### src/eprom_host_pkg.sv
// Constants, command codes and state types for the EPROM host controller.
// Assumes a 100 MHz ref_clk; all pin timing is derived from that period.
package eprom_host_pkg;

   // ==========================================================================
   // Widths
   localparam int ADDR_W = 11;
   localparam int DATA_W = 8;
   localparam int CNT_W  = 8;
   localparam int TMR_W  = 23;

   // ==========================================================================
   // Timing in printed units
   localparam int CLK_PERIOD_NS = 10;
   localparam int T_ACC_ADDR_NS = 450;    // Slow grade, so the fast grade is covered too.
   localparam int T_SETUP_NS    = 2000;   // Address, data and supply settle before a pulse.
   localparam int T_HOLD_NS     = 2000;   // Address and data held after a pulse.
   localparam int SYNC_STAGES   = 2;
   localparam int NS_PER_MS     = 1000000;
   localparam int PULSE_FAST_MS = 10;
   localparam int PULSE_STD_MS  = 50;
   localparam int PULSE_MAX_MS  = 55;

   // ==========================================================================
   // Derived cycle counts
   localparam logic [CNT_W-1:0] ACC_CYC   =
      CNT_W'((T_ACC_ADDR_NS + CLK_PERIOD_NS - 1) / CLK_PERIOD_NS + SYNC_STAGES);
   localparam logic [CNT_W-1:0] SETUP_CYC = CNT_W'((T_SETUP_NS + CLK_PERIOD_NS - 1) / CLK_PERIOD_NS);
   localparam logic [CNT_W-1:0] HOLD_CYC  = CNT_W'((T_HOLD_NS + CLK_PERIOD_NS - 1) / CLK_PERIOD_NS);
   localparam logic [TMR_W-1:0] PULSE_FAST_CYC_DEF = TMR_W'(PULSE_FAST_MS * (NS_PER_MS / CLK_PERIOD_NS));
   localparam logic [TMR_W-1:0] PULSE_STD_CYC_DEF  = TMR_W'(PULSE_STD_MS * (NS_PER_MS / CLK_PERIOD_NS));
   localparam logic [TMR_W-1:0] PULSE_MAX_CYC_DEF  = TMR_W'(PULSE_MAX_MS * (NS_PER_MS / CLK_PERIOD_NS));

   // ==========================================================================
   // Commands
   typedef enum logic [1:0] {
      OP_READ    = 2'h0,
      OP_PROGRAM = 2'h1,
      OP_VERIFY  = 2'h2
   } op_t;

   // ==========================================================================
   // Controller states, one-hot
   typedef enum logic [5:0] {
      ST_IDLE   = 6'h01,
      ST_SETUP  = 6'h02,
      ST_PULSE  = 6'h04,
      ST_HOLD   = 6'h08,
      ST_TURN   = 6'h10,
      ST_ACCESS = 6'h20
   } state_t;

   typedef struct packed {
      state_t              st;
      logic [DATA_W-1:0]   syncA;
      logic [DATA_W-1:0]   syncB;
      logic [ADDR_W-1:0]   addr;
      logic [DATA_W-1:0]   dataOut;
      logic                dataOe;
      logic                chipSelN;
      logic                pgm;
      logic                vpp;
      logic                verify;
      logic                longSel;
      logic [CNT_W-1:0]    cnt;
      logic                rspValid;
      logic [DATA_W-1:0]   rspData;
      logic                rspMismatch;
   } ctrl_state_t;

   typedef struct packed {
      logic [TMR_W-1:0] cnt;
      logic             busy;
   } tmr_state_t;

endpackage

### src/pulse_timer_if.sv
// Handshake between the controller and its program pulse timer.
// Both ends run on ref_clk.
`timescale 1ns/1ns
`default_nettype none
interface pulse_timer_if;
   logic start;   // One-cycle request to begin timing a pulse.
   logic longSel; // High selects the standard pulse length.
   logic done;    // High in the last cycle of the pulse.

   modport ctrl  (output start, output longSel, input done);
   modport timer (input start, input longSel, output done);
endinterface
`default_nettype wire

### src/pulse_timer.sv
// Counts the width of one program pulse in ref_clk cycles.
// Assumes start is only raised while the timer is idle.
`timescale 1ns/1ns
`default_nettype none
module pulse_timer #(
   parameter logic [eprom_host_pkg::TMR_W-1:0] FAST_CYC = eprom_host_pkg::PULSE_FAST_CYC_DEF,
   parameter logic [eprom_host_pkg::TMR_W-1:0] STD_CYC  = eprom_host_pkg::PULSE_STD_CYC_DEF
) (
   input  wire logic       ref_clk,
   input  wire logic       sys_rst,
   input  wire logic       clkEn,
   pulse_timer_if.timer    tmr
);
   eprom_host_pkg::tmr_state_t stateReg;
   eprom_host_pkg::tmr_state_t stateNext;

   // ==========================================================================
   // Load the length minus one, count down, flag the final cycle.
   always_comb begin
      stateNext = stateReg;
      if (tmr.start && !stateReg.busy) begin
         stateNext.busy = 1'b1;
         stateNext.cnt  = (tmr.longSel ? STD_CYC : FAST_CYC) - 1'b1;
      end else if (stateReg.busy) begin
         if (stateReg.cnt == '0) begin
            stateNext.busy = 1'b0;
         end else begin
            stateNext.cnt = stateReg.cnt - 1'b1;
         end
      end
   end

   assign tmr.done = stateReg.busy && (stateReg.cnt == '0);

   // ==========================================================================
   // State register, frozen while the clock enable is low.
   always_ff @(posedge ref_clk) begin
      if (sys_rst) begin
         stateReg <= '0;
      end else if (clkEn) begin
         stateReg <= stateNext;
      end
   end

   // ==========================================================================
   // Checks.
   a_timer_ends: assert property (@(posedge ref_clk) disable iff (sys_rst)
      (tmr.done && clkEn) |=> !stateReg.busy)
      else $error("Pulse timer did not stop after its final cycle.");
endmodule // pulse_timer
`default_nettype wire

### src/eprom_host_ctrl.sv
// Host controller that reads, programs and verifies a 2048 x 8 UV EPROM over its pins.
// Assumes the board switches the program supply from vppHigh and resolves the data bus.
// What this block does
// - Read: drive chip select low and the program pin low, then sample data.
// - Chip select high frees the data lines; host drives them only then.
// - Host raises the program pin while idle to power the device down.
// - Programming needs the high supply and chip select high.
// - Each location gets one 10 ms pulse; 50 ms also accepted.
// - Locations may be programmed in any order.
// - Drive data, hold address and data stable, then pulse the program pin.
// - The program pulse never exceeds 55 ms.
// - Inhibited device: program pin low, chip select high, pulse ignored.
// - Verify with the high supply kept on; device outputs the stored byte.
`timescale 1ns/1ns
`default_nettype none
module eprom_host_ctrl #(
   parameter logic [eprom_host_pkg::TMR_W-1:0] PULSE_FAST_CYC = eprom_host_pkg::PULSE_FAST_CYC_DEF,
   parameter logic [eprom_host_pkg::TMR_W-1:0] PULSE_STD_CYC  = eprom_host_pkg::PULSE_STD_CYC_DEF,
   parameter logic [eprom_host_pkg::TMR_W-1:0] PULSE_MAX_CYC  = eprom_host_pkg::PULSE_MAX_CYC_DEF
) (
   input  wire logic                              ref_clk,
   input  wire logic                              sys_rst,
   input  wire logic                              clkEn,
   input  wire logic                              cmdValid,
   output logic                                   cmdReady,
   input  wire logic [1:0]                        cmdOp,
   input  wire logic [eprom_host_pkg::ADDR_W-1:0] cmdAddr,
   input  wire logic [eprom_host_pkg::DATA_W-1:0] cmdData,
   input  wire logic                              cmdPulseLong,
   output logic                                   rspValid,
   output logic [eprom_host_pkg::DATA_W-1:0]      rspData,
   output logic                                   rspMismatch,
   output logic [eprom_host_pkg::ADDR_W-1:0]      romAddr,
   output logic                                   chipSelectN,
   output logic                                   powerdownProgramPin,
   output logic                                   vppHigh,
   input  wire logic [eprom_host_pkg::DATA_W-1:0] romDataIn,
   output logic [eprom_host_pkg::DATA_W-1:0]      romDataOut,
   output logic                                   romDataOe
);
   eprom_host_pkg::ctrl_state_t stateReg;
   eprom_host_pkg::ctrl_state_t stateNext;
   pulse_timer_if               tmrBus ();

   // ==========================================================================
   // Pulse timer.
   pulse_timer #(
      .FAST_CYC (PULSE_FAST_CYC),
      .STD_CYC  (PULSE_STD_CYC)
   ) pulse_timer_inst (
      .ref_clk  (ref_clk),
      .sys_rst  (sys_rst),
      .clkEn    (clkEn),
      .tmr      (tmrBus.timer)
   );

   // ==========================================================================
   // Command handshake and the pulse request.
   assign cmdReady       = (stateReg.st == eprom_host_pkg::ST_IDLE);
   assign tmrBus.longSel = stateReg.longSel;
   assign tmrBus.start   = (stateReg.st == eprom_host_pkg::ST_SETUP) && (stateReg.cnt == '0);

   // ==========================================================================
   // Sequencer.
   always_comb begin
      stateNext          = stateReg;
      stateNext.syncA    = romDataIn;
      stateNext.syncB    = stateReg.syncA;
      stateNext.rspValid = 1'b0;
      case (stateReg.st)
         eprom_host_pkg::ST_IDLE: begin
            // Parked powered down with outputs released.
            stateNext.chipSelN = 1'b1;
            stateNext.pgm      = 1'b1;
            stateNext.vpp      = 1'b0;
            stateNext.dataOe   = 1'b0;
            if (cmdValid) begin
               // Any address is accepted in any order.
               stateNext.addr    = cmdAddr;
               stateNext.dataOut = cmdData;
               stateNext.longSel = cmdPulseLong;
               case (cmdOp)
                  eprom_host_pkg::OP_PROGRAM: begin
                     stateNext.vpp      = 1'b1;
                     stateNext.chipSelN = 1'b1;
                     stateNext.pgm      = 1'b0;
                     stateNext.dataOe   = 1'b1;
                     stateNext.verify   = 1'b1;
                     stateNext.cnt      = eprom_host_pkg::SETUP_CYC;
                     stateNext.st       = eprom_host_pkg::ST_SETUP;
                  end
                  eprom_host_pkg::OP_VERIFY: begin
                     stateNext.vpp      = 1'b1;
                     stateNext.chipSelN = 1'b0;
                     stateNext.pgm      = 1'b0;
                     stateNext.verify   = 1'b1;
                     stateNext.cnt      = eprom_host_pkg::ACC_CYC;
                     stateNext.st       = eprom_host_pkg::ST_ACCESS;
                  end
                  default: begin
                     stateNext.chipSelN = 1'b0;
                     stateNext.pgm      = 1'b0;
                     stateNext.verify   = 1'b0;
                     stateNext.cnt      = eprom_host_pkg::ACC_CYC;
                     stateNext.st       = eprom_host_pkg::ST_ACCESS;
                  end
               endcase
            end
         end
         eprom_host_pkg::ST_SETUP: begin
            // Address, data and high supply settle before the pulse.
            if (stateReg.cnt == '0) begin
               stateNext.pgm = 1'b1;
               stateNext.st  = eprom_host_pkg::ST_PULSE;
            end else begin
               stateNext.cnt = stateReg.cnt - 1'b1;
            end
         end
         eprom_host_pkg::ST_PULSE: begin
            if (tmrBus.done) begin
               stateNext.pgm = 1'b0;
               stateNext.cnt = eprom_host_pkg::HOLD_CYC;
               stateNext.st  = eprom_host_pkg::ST_HOLD;
            end
         end
         eprom_host_pkg::ST_HOLD: begin
            // Data stays driven after the pulse, then the bus is released.
            if (stateReg.cnt == '0) begin
               stateNext.dataOe = 1'b0;
               stateNext.st     = eprom_host_pkg::ST_TURN;
            end else begin
               stateNext.cnt = stateReg.cnt - 1'b1;
            end
         end
         eprom_host_pkg::ST_TURN: begin
            // One released cycle before the device may drive; supply stays high.
            stateNext.chipSelN = 1'b0;
            stateNext.cnt      = eprom_host_pkg::ACC_CYC;
            stateNext.st       = eprom_host_pkg::ST_ACCESS;
         end
         eprom_host_pkg::ST_ACCESS: begin
            if (stateReg.cnt == '0) begin
               // Sample after the access time; verify compares with the intended byte.
               stateNext.rspValid    = 1'b1;
               stateNext.rspData     = stateReg.syncB;
               stateNext.rspMismatch = stateReg.verify && (stateReg.syncB != stateReg.dataOut);
               stateNext.chipSelN    = 1'b1;
               stateNext.pgm         = 1'b1;
               stateNext.vpp         = 1'b0;
               stateNext.st          = eprom_host_pkg::ST_IDLE;
            end else begin
               stateNext.cnt = stateReg.cnt - 1'b1;
            end
         end
         default: begin
            stateNext.st = eprom_host_pkg::ST_IDLE;
         end
      endcase
   end

   // ==========================================================================
   // State register, frozen while the clock enable is low.
   always_ff @(posedge ref_clk) begin
      if (sys_rst) begin
         stateReg          <= '0;
         stateReg.st       <= eprom_host_pkg::ST_IDLE;
         stateReg.chipSelN <= 1'b1;
         stateReg.pgm      <= 1'b1;
      end else if (clkEn) begin
         stateReg <= stateNext;
      end
   end

   // ==========================================================================
   // Outputs straight from the state register.
   assign romAddr             = stateReg.addr;
   assign chipSelectN         = stateReg.chipSelN;
   assign powerdownProgramPin = stateReg.pgm;
   assign vppHigh             = stateReg.vpp;
   assign romDataOut          = stateReg.dataOut;
   assign romDataOe           = stateReg.dataOe;
   assign rspValid            = stateReg.rspValid;
   assign rspData             = stateReg.rspData;
   assign rspMismatch         = stateReg.rspMismatch;

   // ==========================================================================
   // Helper: length of the current program pulse in enabled cycles.
   logic [eprom_host_pkg::TMR_W-1:0] pulseLen;
   always_ff @(posedge ref_clk) begin
      if (sys_rst) begin
         pulseLen <= '0;
      end else if (clkEn) begin
         pulseLen <= (powerdownProgramPin && vppHigh) ? pulseLen + 1'b1 : '0;
      end
   end

   // ==========================================================================
   // Checks.
   a_read_pins: assert property (@(posedge ref_clk) disable iff (sys_rst)
      (stateReg.st == eprom_host_pkg::ST_ACCESS && !vppHigh) |-> (!chipSelectN && !powerdownProgramPin))
      else $error("Read access without select and program pin low.");
   a_no_contention: assert property (@(posedge ref_clk) disable iff (sys_rst)
      romDataOe |-> chipSelectN)
      else $error("Host drives data while chip select is low.");
   a_idle_powerdown: assert property (@(posedge ref_clk) disable iff (sys_rst)
      cmdReady |-> (powerdownProgramPin && chipSelectN && !vppHigh && !romDataOe))
      else $error("Idle controller not parked in power down.");
   a_prog_entry: assert property (@(posedge ref_clk) disable iff (sys_rst)
      (vppHigh && $rose(powerdownProgramPin)) |-> (chipSelectN && romDataOe && $past(vppHigh)))
      else $error("Program pulse without high supply, select high and data.");
   a_pulse_width: assert property (@(posedge ref_clk) disable iff (sys_rst)
      (vppHigh && $past(vppHigh) && $fell(powerdownProgramPin)) |->
      (pulseLen == (stateReg.longSel ? PULSE_STD_CYC : PULSE_FAST_CYC)))
      else $error("Program pulse width differs from the selected length.");
   a_pulse_max: assert property (@(posedge ref_clk) disable iff (sys_rst)
      pulseLen <= PULSE_MAX_CYC)
      else $error("Program pulse longer than the maximum.");
   a_prog_stable: assert property (@(posedge ref_clk) disable iff (sys_rst)
      (powerdownProgramPin && vppHigh) |=> ($stable(romAddr) && $stable(romDataOut) && romDataOe))
      else $error("Address or data moved during the program pulse.");
   a_verify_supply: assert property (@(posedge ref_clk) disable iff (sys_rst)
      (stateReg.st == eprom_host_pkg::ST_TURN && clkEn) |=> (vppHigh && !chipSelectN && !powerdownProgramPin))
      else $error("Verify after programming dropped the high supply.");
   a_access_stable: assert property (@(posedge ref_clk) disable iff (sys_rst)
      (!chipSelectN && $past(!chipSelectN)) |-> $stable(romAddr))
      else $error("Address changed during an access.");
   a_read_answer: assert property (@(posedge ref_clk) disable iff (sys_rst)
      (cmdValid && cmdReady && clkEn && cmdOp == eprom_host_pkg::OP_READ) |-> ##[1:60] rspValid)
      else $error("Read answer late.");

   c_read: cover property (@(posedge ref_clk) disable iff (sys_rst)
      rspValid && !stateReg.verify);
   c_program: cover property (@(posedge ref_clk) disable iff (sys_rst)
      vppHigh && $past(vppHigh) && $fell(powerdownProgramPin));
   c_mismatch: cover property (@(posedge ref_clk) disable iff (sys_rst)
      rspValid && rspMismatch);
endmodule // eprom_host_ctrl
`default_nettype wire

### config.mk
export PLATFORM = sky130hd
export DESIGN_NAME = eprom_host_ctrl
export DESIGN_NICKNAME = d
export VERILOG_FILES = /design/src/eprom_host_pkg.sv /design/src/pulse_timer_if.sv /design/src/pulse_timer.sv /design/src/eprom_host_ctrl.sv
export SDC_FILE = /design/constraint.sdc
export NUM_CORES = 1
export LEC_CHECK = 0
export BUFFER_PORTS_ARGS = -buffer_cell sky130_fd_sc_hd__buf_4
export CAP_MARGIN = 40
export CORE_MARGIN = 1
export CORE_UTILIZATION = 57
export DETAILED_ROUTE_END_ITERATION = 8
export HOLD_SLACK_MARGIN = 0.05
export PLACE_DENSITY_LB_ADDON = 0.08
export SLEW_MARGIN = 20
export SYNTH_ARGS = -nofsm -noshare
export SYNTH_HDL_FRONTEND = slang
export SYNTH_SLANG_ARGS = --single-unit
### constraint.sdc
create_clock -name ref_clk -period 3.6 [get_ports ref_clk]
set_clock_uncertainty 0.05 [all_clocks]
set_input_delay 0.36 -clock ref_clk [delete_from_list [all_inputs] [get_ports ref_clk]]
set_output_delay 0.36 -clock ref_clk [all_outputs]
set_load 0.005 [all_outputs]
After elaboration in Yosys (flattened, before gate mapping) --
Cells that the tools add are included.
Storage, ports and cells: register bits 89, bits of input ports 34, output and inout bits 34, word-level logic and storage cells 90
Operators by class: $add $sub $neg 3, eq/ne operators 16, mux-type cells 30, reductions and logical operators 24
Operator list (count):
- 24-bit 2-to-1 mux | 2
- 23-bit 2-to-1 mux | 2
- 23-bit by 1-bit subtractor with 23-bit output, second input constant | 2
- 6-bit 2-to-1 mux | 6
- 6-bit one-hot mux with 6 select lines | 1
- 8-bit one-hot mux with 4 select lines | 1
- 8-bit 2-to-1 mux | 3
- 23-bit logical NOT | 1
- 10-bit 2-to-1 mux | 2
- 3-bit AND reduction | 6
- 14-bit 2-to-1 mux | 1
- 5-bit AND reduction | 2
- 8-bit logical NOT | 1
- 2-bit != test, second input constant | 4
- 8-bit != test | 1
- 4-bit nonzero test | 2
- 8-bit by 1-bit subtractor with 8-bit output, second input constant | 1
- 6-bit by 1-bit equality test with 1-bit output, second input constant | 1
- 6-bit by 2-bit equality test with 1-bit output, second input constant | 1
- 6-bit by 3-bit equality test with 1-bit output, second input constant | 1
- 6-bit by 4-bit equality test with 1-bit output, second input constant | 1
- 6-bit by 5-bit equality test with 1-bit output, second input constant | 1
- 6-bit equality test, second input constant | 1
- 1-bit 2-to-1 mux | 6
- 15 further kinds | 23

Depth between registers and ports, before layout --
Gate-level depths: netlist of the first run.
depth after elaboration 5, depth in mapped cells 10, mapped depth without buffers 7

By module --
Synthesis of the first run repeated with hierarchy kept, for this count alone.
Second synthesis, totals: cell total of the unflattened synthesis 539, area total of the unflattened synthesis 4623.2 um2
By module, submodules not included:
- eprom_host_ctrl | instances 1, cells each 373, area each 3210.6 um2, seq. area each 1301.2 um2
- pulse_timer | instances 1, cells each 166, area each 1412.6 um2, seq. area each 480.5 um2

Least setup slack after synthesis of the first run --
Ideal clock, no wire load.
path kind register to register, start reg stateReg[10] (netlist bit), end reg stateReg[13] (netlist bit), library setup time 0.121 ns, arrival time 2.315 ns, data required time 3.429 ns, path slack 1.114 ns, cell stages (with the launch flop) 11, path buffers 3, cells stage by stage dfxtp_1 > inv_1 > ha_1 > or4b_1 > buf_2 > or2_2 > buf_2 > a21boi_2 > or3_1 > buf_4 > mux2_2
Between the ends: cells in the longest elaborated chain, start to end 3
RTL lines:
- from (decl) | line eprom_host_ctrl.sv:41 | eprom_host_pkg::ctrl_state_t stateReg;
- from (signal assigned) | line eprom_host_ctrl.sv:170 | stateReg <= stateNext;
- 8-bit by 1-bit subtractor with 8-bit output or 8-bit logical NOT (tied branches)
- 8-bit 2-to-1 mux or 2-bit != test (tied branches)
- 8-bit one-hot mux with 4 select lines or 5-bit AND reduction (tied branches)
Parallel ways exist; a longest one is shown, timed or not. The select of a mux whose other input is x is not followed. A chain may end at the register's enable or synchronous reset.

Worst setup path after layout of the first run --
start reg stateReg[10] (netlist bit), end reg stateReg (netlist bit rspMismatch)
Between the ends: cells in the longest elaborated chain, start to end 2
RTL lines:
- 8-bit logical NOT | line eprom_host_ctrl.sv:142 | if (stateReg.cnt == '0) begin
- 3-bit AND reduction (no line)
Every way passes these cells.

==> results of run 1 <==
-- worst reg2reg max path, cell delays in order, from the launching register on --
cell and delay [ns]:
dfxtp_1 0.34, inv_1 0.09, ha_1 0.22, or4b_1 0.61, nor2_1 0.33, nand3_1 0.51
or2_2 0.48, a21oi_1 0.13
-- power groups by stage --
stage	sequential [mW]	combinational (mW)	clock, mW
after floorplan	1.07	0.260	0
final	1.06	0.338	0.668
after global placement	1.08	0.329	0
after CTS	1.06	0.337	0.674
after detailed placement	1.08	0.335	0
after global routing	1.07	0.374	0.720
-- worst paths after layout --
path | startpoint | to | slack, ns | cells past startpoint
worst max-delay path | stateReg[10]$_SDFFE_PP0P_ | rspMismatch$_SDFFE_PP0P_ | 0.76 | 7
worst min-delay path | cmdAddr[9] | romAddr[9]$_SDFFE_PP0P_ | 0.17 | 3
worst max register to register | stateReg[10]$_SDFFE_PP0P_ | rspMismatch$_SDFFE_PP0P_ | 0.76 | 7
worst min register to register | rspMismatch$_SDFFE_PP0P_ | rspMismatch$_SDFFE_PP0P_ | 0.41 | 2
-- sequential cells by signal, summed over array words and instances, names as in the netlist, 8 cells and up --
| register | flops |
|---|---|
| rspData | 8 |
| romDataOut | 8 |
| stateNext | 8 |
| pulse_timer_inst.stateReg | 24 |
| stateReg | 23 |
| romAddr | 11 |
-- kinds of logic (layout without fill, tap and decap cells) --
logic type      Yosys count  count (layout)
buf+inv                  80             108
flops                    89              89
compound gates          135             135
fa+ha+maj                 3               3
mux                      30              30
xor+xnor                 10              10
simple gates            200             200
-- placed cells by master, fill, tap and decap left out, drive strengths merged, types with 7 or more instances in the layout --
cell type	synthesis	final
nand3	8	8
inv	21	25
dfxtp	89	89
mux2i	26	26
o21ai	23	23
clkbuf	18	9
a21oi	48	48
or3	13	13
buf	41	71
nor3	16	16
o211ai	7	7
xnor2	8	8
nor4	9	9
a31oi	7	7
nor2	46	46
nand2	63	63
or4	7	7
a211oi	7	7
-- final cells by class --
class	count	area (µm²)	area share (%)
Multi-Input combinational cell	378	2400	47.0
Sequential cell	89	1780	34.9
Timing Repair Buffer	71	533	10.4
Tap cell	102	128	2.50
Clock buffer	9	124	2.42
Inverter	21	78.8	1.54
Clock inverter	7	62.6	1.22
-- layer usage --
layer  global-route usage [%]  wire (µm)
met3                     4.89        554
met5                        0          0
met4                     9.51        143
met1                     33.0       4800
met2                     41.2       4890
-- stage by stage --
step,std cells,hold WS (ns)
final,677,0.175
after global placement,661,0.391
after floorplan,547,0.383
after CTS,677,0.171
after detailed placement,661,0.398
after global routing,677,0.178
==> out/metrics.yaml, run 1 <==
status:
  status: "finished, final reports clean"
clocking:
  clkSinkCount: 89
  path_clk_slew_ns: 0.10
  ctsLongestPathBuffers: 2
  cts-root-buf: "clkbuf_8"
  ctsHoldBuffers: 0
  htreeDepth: 3
  cts_made_buffers: 9
  clock_latency_ns: 0.37
  cts_tree: "built"
  postCtsSetupRepairBufs: 0
  cts-resized-gates: 0
placed_design:
  dpl.hpwl_um: 7240
  place.gp.congestion: 0.836
  numPortBuffers: 67
  dp_slack_ns: 0.825
  dpl_cell_area_um2: 4920
synthesis:
  ys_types: 66
  synth-simple-area-share_pct: 23.0
  synth_xor_area_share_pct: 1.90
  netlist_top_cells_area: "dfxtp_1 39%, mux2i_1 5.6%, a21oi_1 5.2%"
  ys_async_sr_fraction_pct: 0
  synthesis.area_um2: 4610
  synth_edf_count: 0
  synth_warnings: 0
  ys_seq_elements: 89
  synth_cells: 547
  synth_mux_area_share_pct: 6.62
  synth_common_cells: "89 x dfxtp_1, 63 x nand2_1, 48 x a21oi_1"
  synth-compound-area-share_pct: 19.8
  yosysTopAreaCellShare_pct: 38.6
  syn_avg_cell_area_um2: 8.43
  synth_top_family_by_area: "simple AND/OR/NAND/NOR gates"
  seq_area_frac_synth_pct: 38.6
  synthFlopType: "dfxtp_1"
  yosysMostFrequentCell: "dfxtp_1"
  syn-num-nets: 584
  synth_area_leader_cell: "dfxtp_1"
  synth_fa_ha_area_share_pct: 0.814
drt:
  drt_iter0_markers: 329
  dr.pass1.iters: 5
  via_count: 3999
  drc_errors: 0
  via_per_inst: 5.91
  drt-total-wl_um: 10400
  ant_nets: 0
  wl_per_cell_um: 15.4
timing:
  final-max-slew-violation-count: 0
  fmax_mhz: 352
  worst_pin_slew_ns: 0.687
  finalSetupViolCount: 0
  hold_viol: 0
  period_minus_slack_ns: 2.84
  setup_ws_ns: 0.763
  maxSlewHeadroom_pct: 54.0
  rsz0062_at_grt: "no"
  setup-tns-final_ns: 0
  finalCritPeriodShare_pct: 78.8
final_layout:
  fin_area_um2: 5110
  final_core_util_pct: 65.8
  drive_gt1_share_pct: 19.8
  syn2layout_area_growth_pct: 10.8
  antennaDiodeCount: 0
  nFillCells: 690
  nets: 607
worst_setup_path:
  critPathKind: "register to register"
  path_cells: "inv_1 > ha_1 > or4b_1 > nor2_1 > nand3_1 > or2_2 > a21oi_1"
  max_stage_delay_ns: 0.61
  end_kind: "register"
  critPathSlowestCell: "or4b_1"
  critPathBufInv: 1
  crit_fanout: 11
  cp.required_ns: 3.85
  startpoint_type: "register"
  crit_family: "simple AND/OR/NAND/NOR gates"
  crit_arrival_ns: 3.08
die:
  die_w_um: 92.0
  dieHeight_um: 92.0
  num_rows: 32
  start_util_pct: 59.4
  core_um2: 7770
  ios: 68
  die_area_um2: 8460
power:
  max-vdd-ir-drop_mv: 0.247
  sw_frac_of_total_pct: 30.4
  p_leak_nw: 2.10
  p_sw_mw: 0.628
  combPwrFrac_pct: 16.4
  total_power_mw: 2.07
  seq_power_share_pct: 51.3
  power_density_nw_per_um2: 404
  p_clk_share_pct: 32.3
  p_int_mw: 1.44
run:
  drv_cap: 0
worst_hold_path:
  min_path_type: "input pin to register"
global_routing:
  grt_pass1_vias: 3696
  grt_pass1_wl_um: 17300
  grt_util_all_layers_pct: 25.3
  grt_remaining_overflow: 0
  grt_max_degree: 61
  grt_antenna_before_repair: 0
No activity file was read; power rests on OpenSTA's default activity.
==> run 2, diff against run 1 <==
--- a/config.mk
+++ b/config.mk
@@ -8,7 +8,7 @@
 export BUFFER_PORTS_ARGS = -buffer_cell sky130_fd_sc_hd__buf_4
 export CAP_MARGIN = 40
 export CORE_MARGIN = 1
-export CORE_UTILIZATION = 57
+export CORE_UTILIZATION = 52
 export DETAILED_ROUTE_END_ITERATION = 8
 export HOLD_SLACK_MARGIN = 0.05
 export PLACE_DENSITY_LB_ADDON = 0.08
==> constraint.sdc (replaced) <==
create_clock -name ref_clk -period 2.4 [get_ports ref_clk]
set_clock_uncertainty 0.05 [all_clocks]
set_input_delay 0.24 -clock ref_clk [delete_from_list [all_inputs] [get_ports ref_clk]]
set_output_delay 0.24 -clock ref_clk [all_outputs]
set_load 0.005 [all_outputs]
==> run 2 against run 1 <==
Routed wire length grew 10%. Global-route usage grew 1.1 points. Final area grew 11%. Via count grew 6.1%. Worst hold slack lost 0.12 ns. Power grew 58%. Setup slack lost 0.73 ns. Critical endpoint is now pulse_timer_inst.stateReg[22]$_SDFFE_PP0P_.
==> out/metrics.yaml, run 2 (same netlist as run 1, synthesis figures left out) <==
status:
  status: "finished, final reports clean"
final_layout:
  antennaDiodeCount: 0
  nets: 659
  largest-register: "pulse_timer_inst.stateReg"
  syn2layout_area_growth_pct: 22.5
  drive_gt1_share_pct: 27.3
  most-common-layout-cells: "110 x buf_4, 87 x dfxtp_1, 63 x nand2_1"
  largest_register_ffs: 24
  layout_commonest_cell: "buf_4"
power:
  combPwrFrac_pct: 20.1
  total_power_mw: 3.26
  max-vdd-ir-drop_mv: 0.317
  seq_power_share_pct: 48.5
  p_sw_mw: 0.998
  sw_frac_of_total_pct: 30.6
  p_leak_nw: 2.37
  p_int_mw: 2.26
  p_clk_share_pct: 31.5
  power_density_nw_per_um2: 577
clocking:
  htreeDepth: 3
  cts-root-buf: "clkbuf_8"
  clkSinkCount: 89
  clock_latency_ns: 0.37
  cts_tree: "built"
  cts_made_buffers: 9
  path_clk_slew_ns: 0.11
  ctsLongestPathBuffers: 2
worst_setup_path:
  critPathKind: "register to register"
  crit_fanout: 5
  crit_arrival_ns: 2.64
  startpoint_type: "register"
  end_kind: "register"
  setup.worst_path.start: "pulse_timer_inst.stateReg[1]$_SDFFE_PP0P_"
  reg2reg_from: "pulse_timer_inst.stateReg[1]$_SDFFE_PP0P_"
  cp.required_ns: 2.67
worst_hold_path:
  hp-start: "romDataIn[0]"
  min_path_type: "input pin to register"
global_routing:
  grt_pass1_vias: 4046
  met1_usage_pct: 33.5
  grt_max_degree: 41
  grt_use_met3_pct: 8.45
  grt_pass1_wl_um: 18900
  grt_remaining_overflow: 0
  met2_usage_pct: 42.1
  grt.busiest_layer: "met2"
  grt_antenna_before_repair: 0
  grt_util_all_layers_pct: 26.4
die:
  core_um2: 8380
  start_util_pct: 55.0
  die_w_um: 96.2
  die_area_um2: 9250
  ios: 68
  dieHeight_um: 96.2
  num_rows: 33
placed_design:
  place.gp.congestion: 0.902
  numPortBuffers: 67
  dpl.hpwl_um: 7950
  dp_slack_ns: -0.0545
drt:
  via_per_inst: 5.80
  via_count: 4243
  dr.pass1.iters: 4
  drt_iter0_markers: 232
  ant_nets: 0
  drt-total-wl_um: 11500
  wl_per_cell_um: 15.7
  drc_errors: 0
timing:
  worst_pin_slew_ns: 0.613
  final-max-slew-violation-count: 0
  setup-tns-final_ns: 0
  fmax_mhz: 423
  rsz0062_at_grt: "yes"
  finalSetupViolCount: 0
  setup_ws_ns: 0.0362
  finalCritPeriodShare_pct: 98.5
  period_minus_slack_ns: 2.36
  maxSlewHeadroom_pct: 59.1
  timing.hold.ws_ns: 0.0566
  hold_viol: 0
run:
  drv_cap: 0
[run 2: per-stage QoR]
step / cell area (µm²) / utilization (%) / cells
global route: 5650 / 67.4 / 732
global placement: 5250 / 62.6 / 703
CTS: 5570 / 66.5 / 728
finish: 5650 / 67.4 / 732
detailed placement: 5250 / 62.6 / 703
floorplan: 4650 / - / 547
[run 2: cell type report]
type	count	area (µm²)
tap	105	131
timing repair buffer	122	958
multi-input combinational	379	2500
clock buffer	9	124
sequential	89	1780
fill	684	2730
clock inverter	7	72.6
inverter	21	78.8
[run 2: routing by layer]
layer,wire length (µm),part of all wire [%]
met4,202,1.8
met2,5320,46
met1,5130,45
met3,798,7.0
met5,0,0
[run 2: power groups by stage]
| stage | registers, mW | logic [mW] | clock network, mW |
|---|---|---|---|
| after global placement | 1.61 | 0.599 | 0 |
| final | 1.58 | 0.653 | 1.03 |
| after global routing | 1.59 | 0.714 | 1.11 |
| after CTS | 1.58 | 0.635 | 1.04 |
| after detailed placement | 1.61 | 0.611 | 0 |
| after floorplan | 1.60 | 0.424 | 0 |
[run 2: repair_timing]
item / 4_1_cts / 5_1_grt
pin swaps: 2 / 7
hold buffers: 6 / 3
resized for setup: 6 / 13
buffers inserted: 2 / 1
setup endpoints to repair: 9 / 31
gates cloned: 1 / 0
endpoints found under the hold margin: 6 / 3
[run 2: worst paths after layout]
path                                                                   end  slack (ns)  depth (start not counted)
worst min-delay path                            stateNext[43]$_SDFFE_PP0P_        0.06                          3
worst max register to register  pulse_timer_inst.stateReg[22]$_SDFFE_PP0P_        0.04                          5
worst min register to register                     romAddr[6]$_SDFFE_PP0P_        0.41                          2
worst max-delay path            pulse_timer_inst.stateReg[22]$_SDFFE_PP0P_        0.04                          5
[run 2: worst max-delay path: stages (launching register included)]
cell and delay, ns:
dfxtp_2 0.35, or4_4 0.55, or3_4 0.37, or4b_1 0.49, or4_1 0.42, nand2_1 0.08
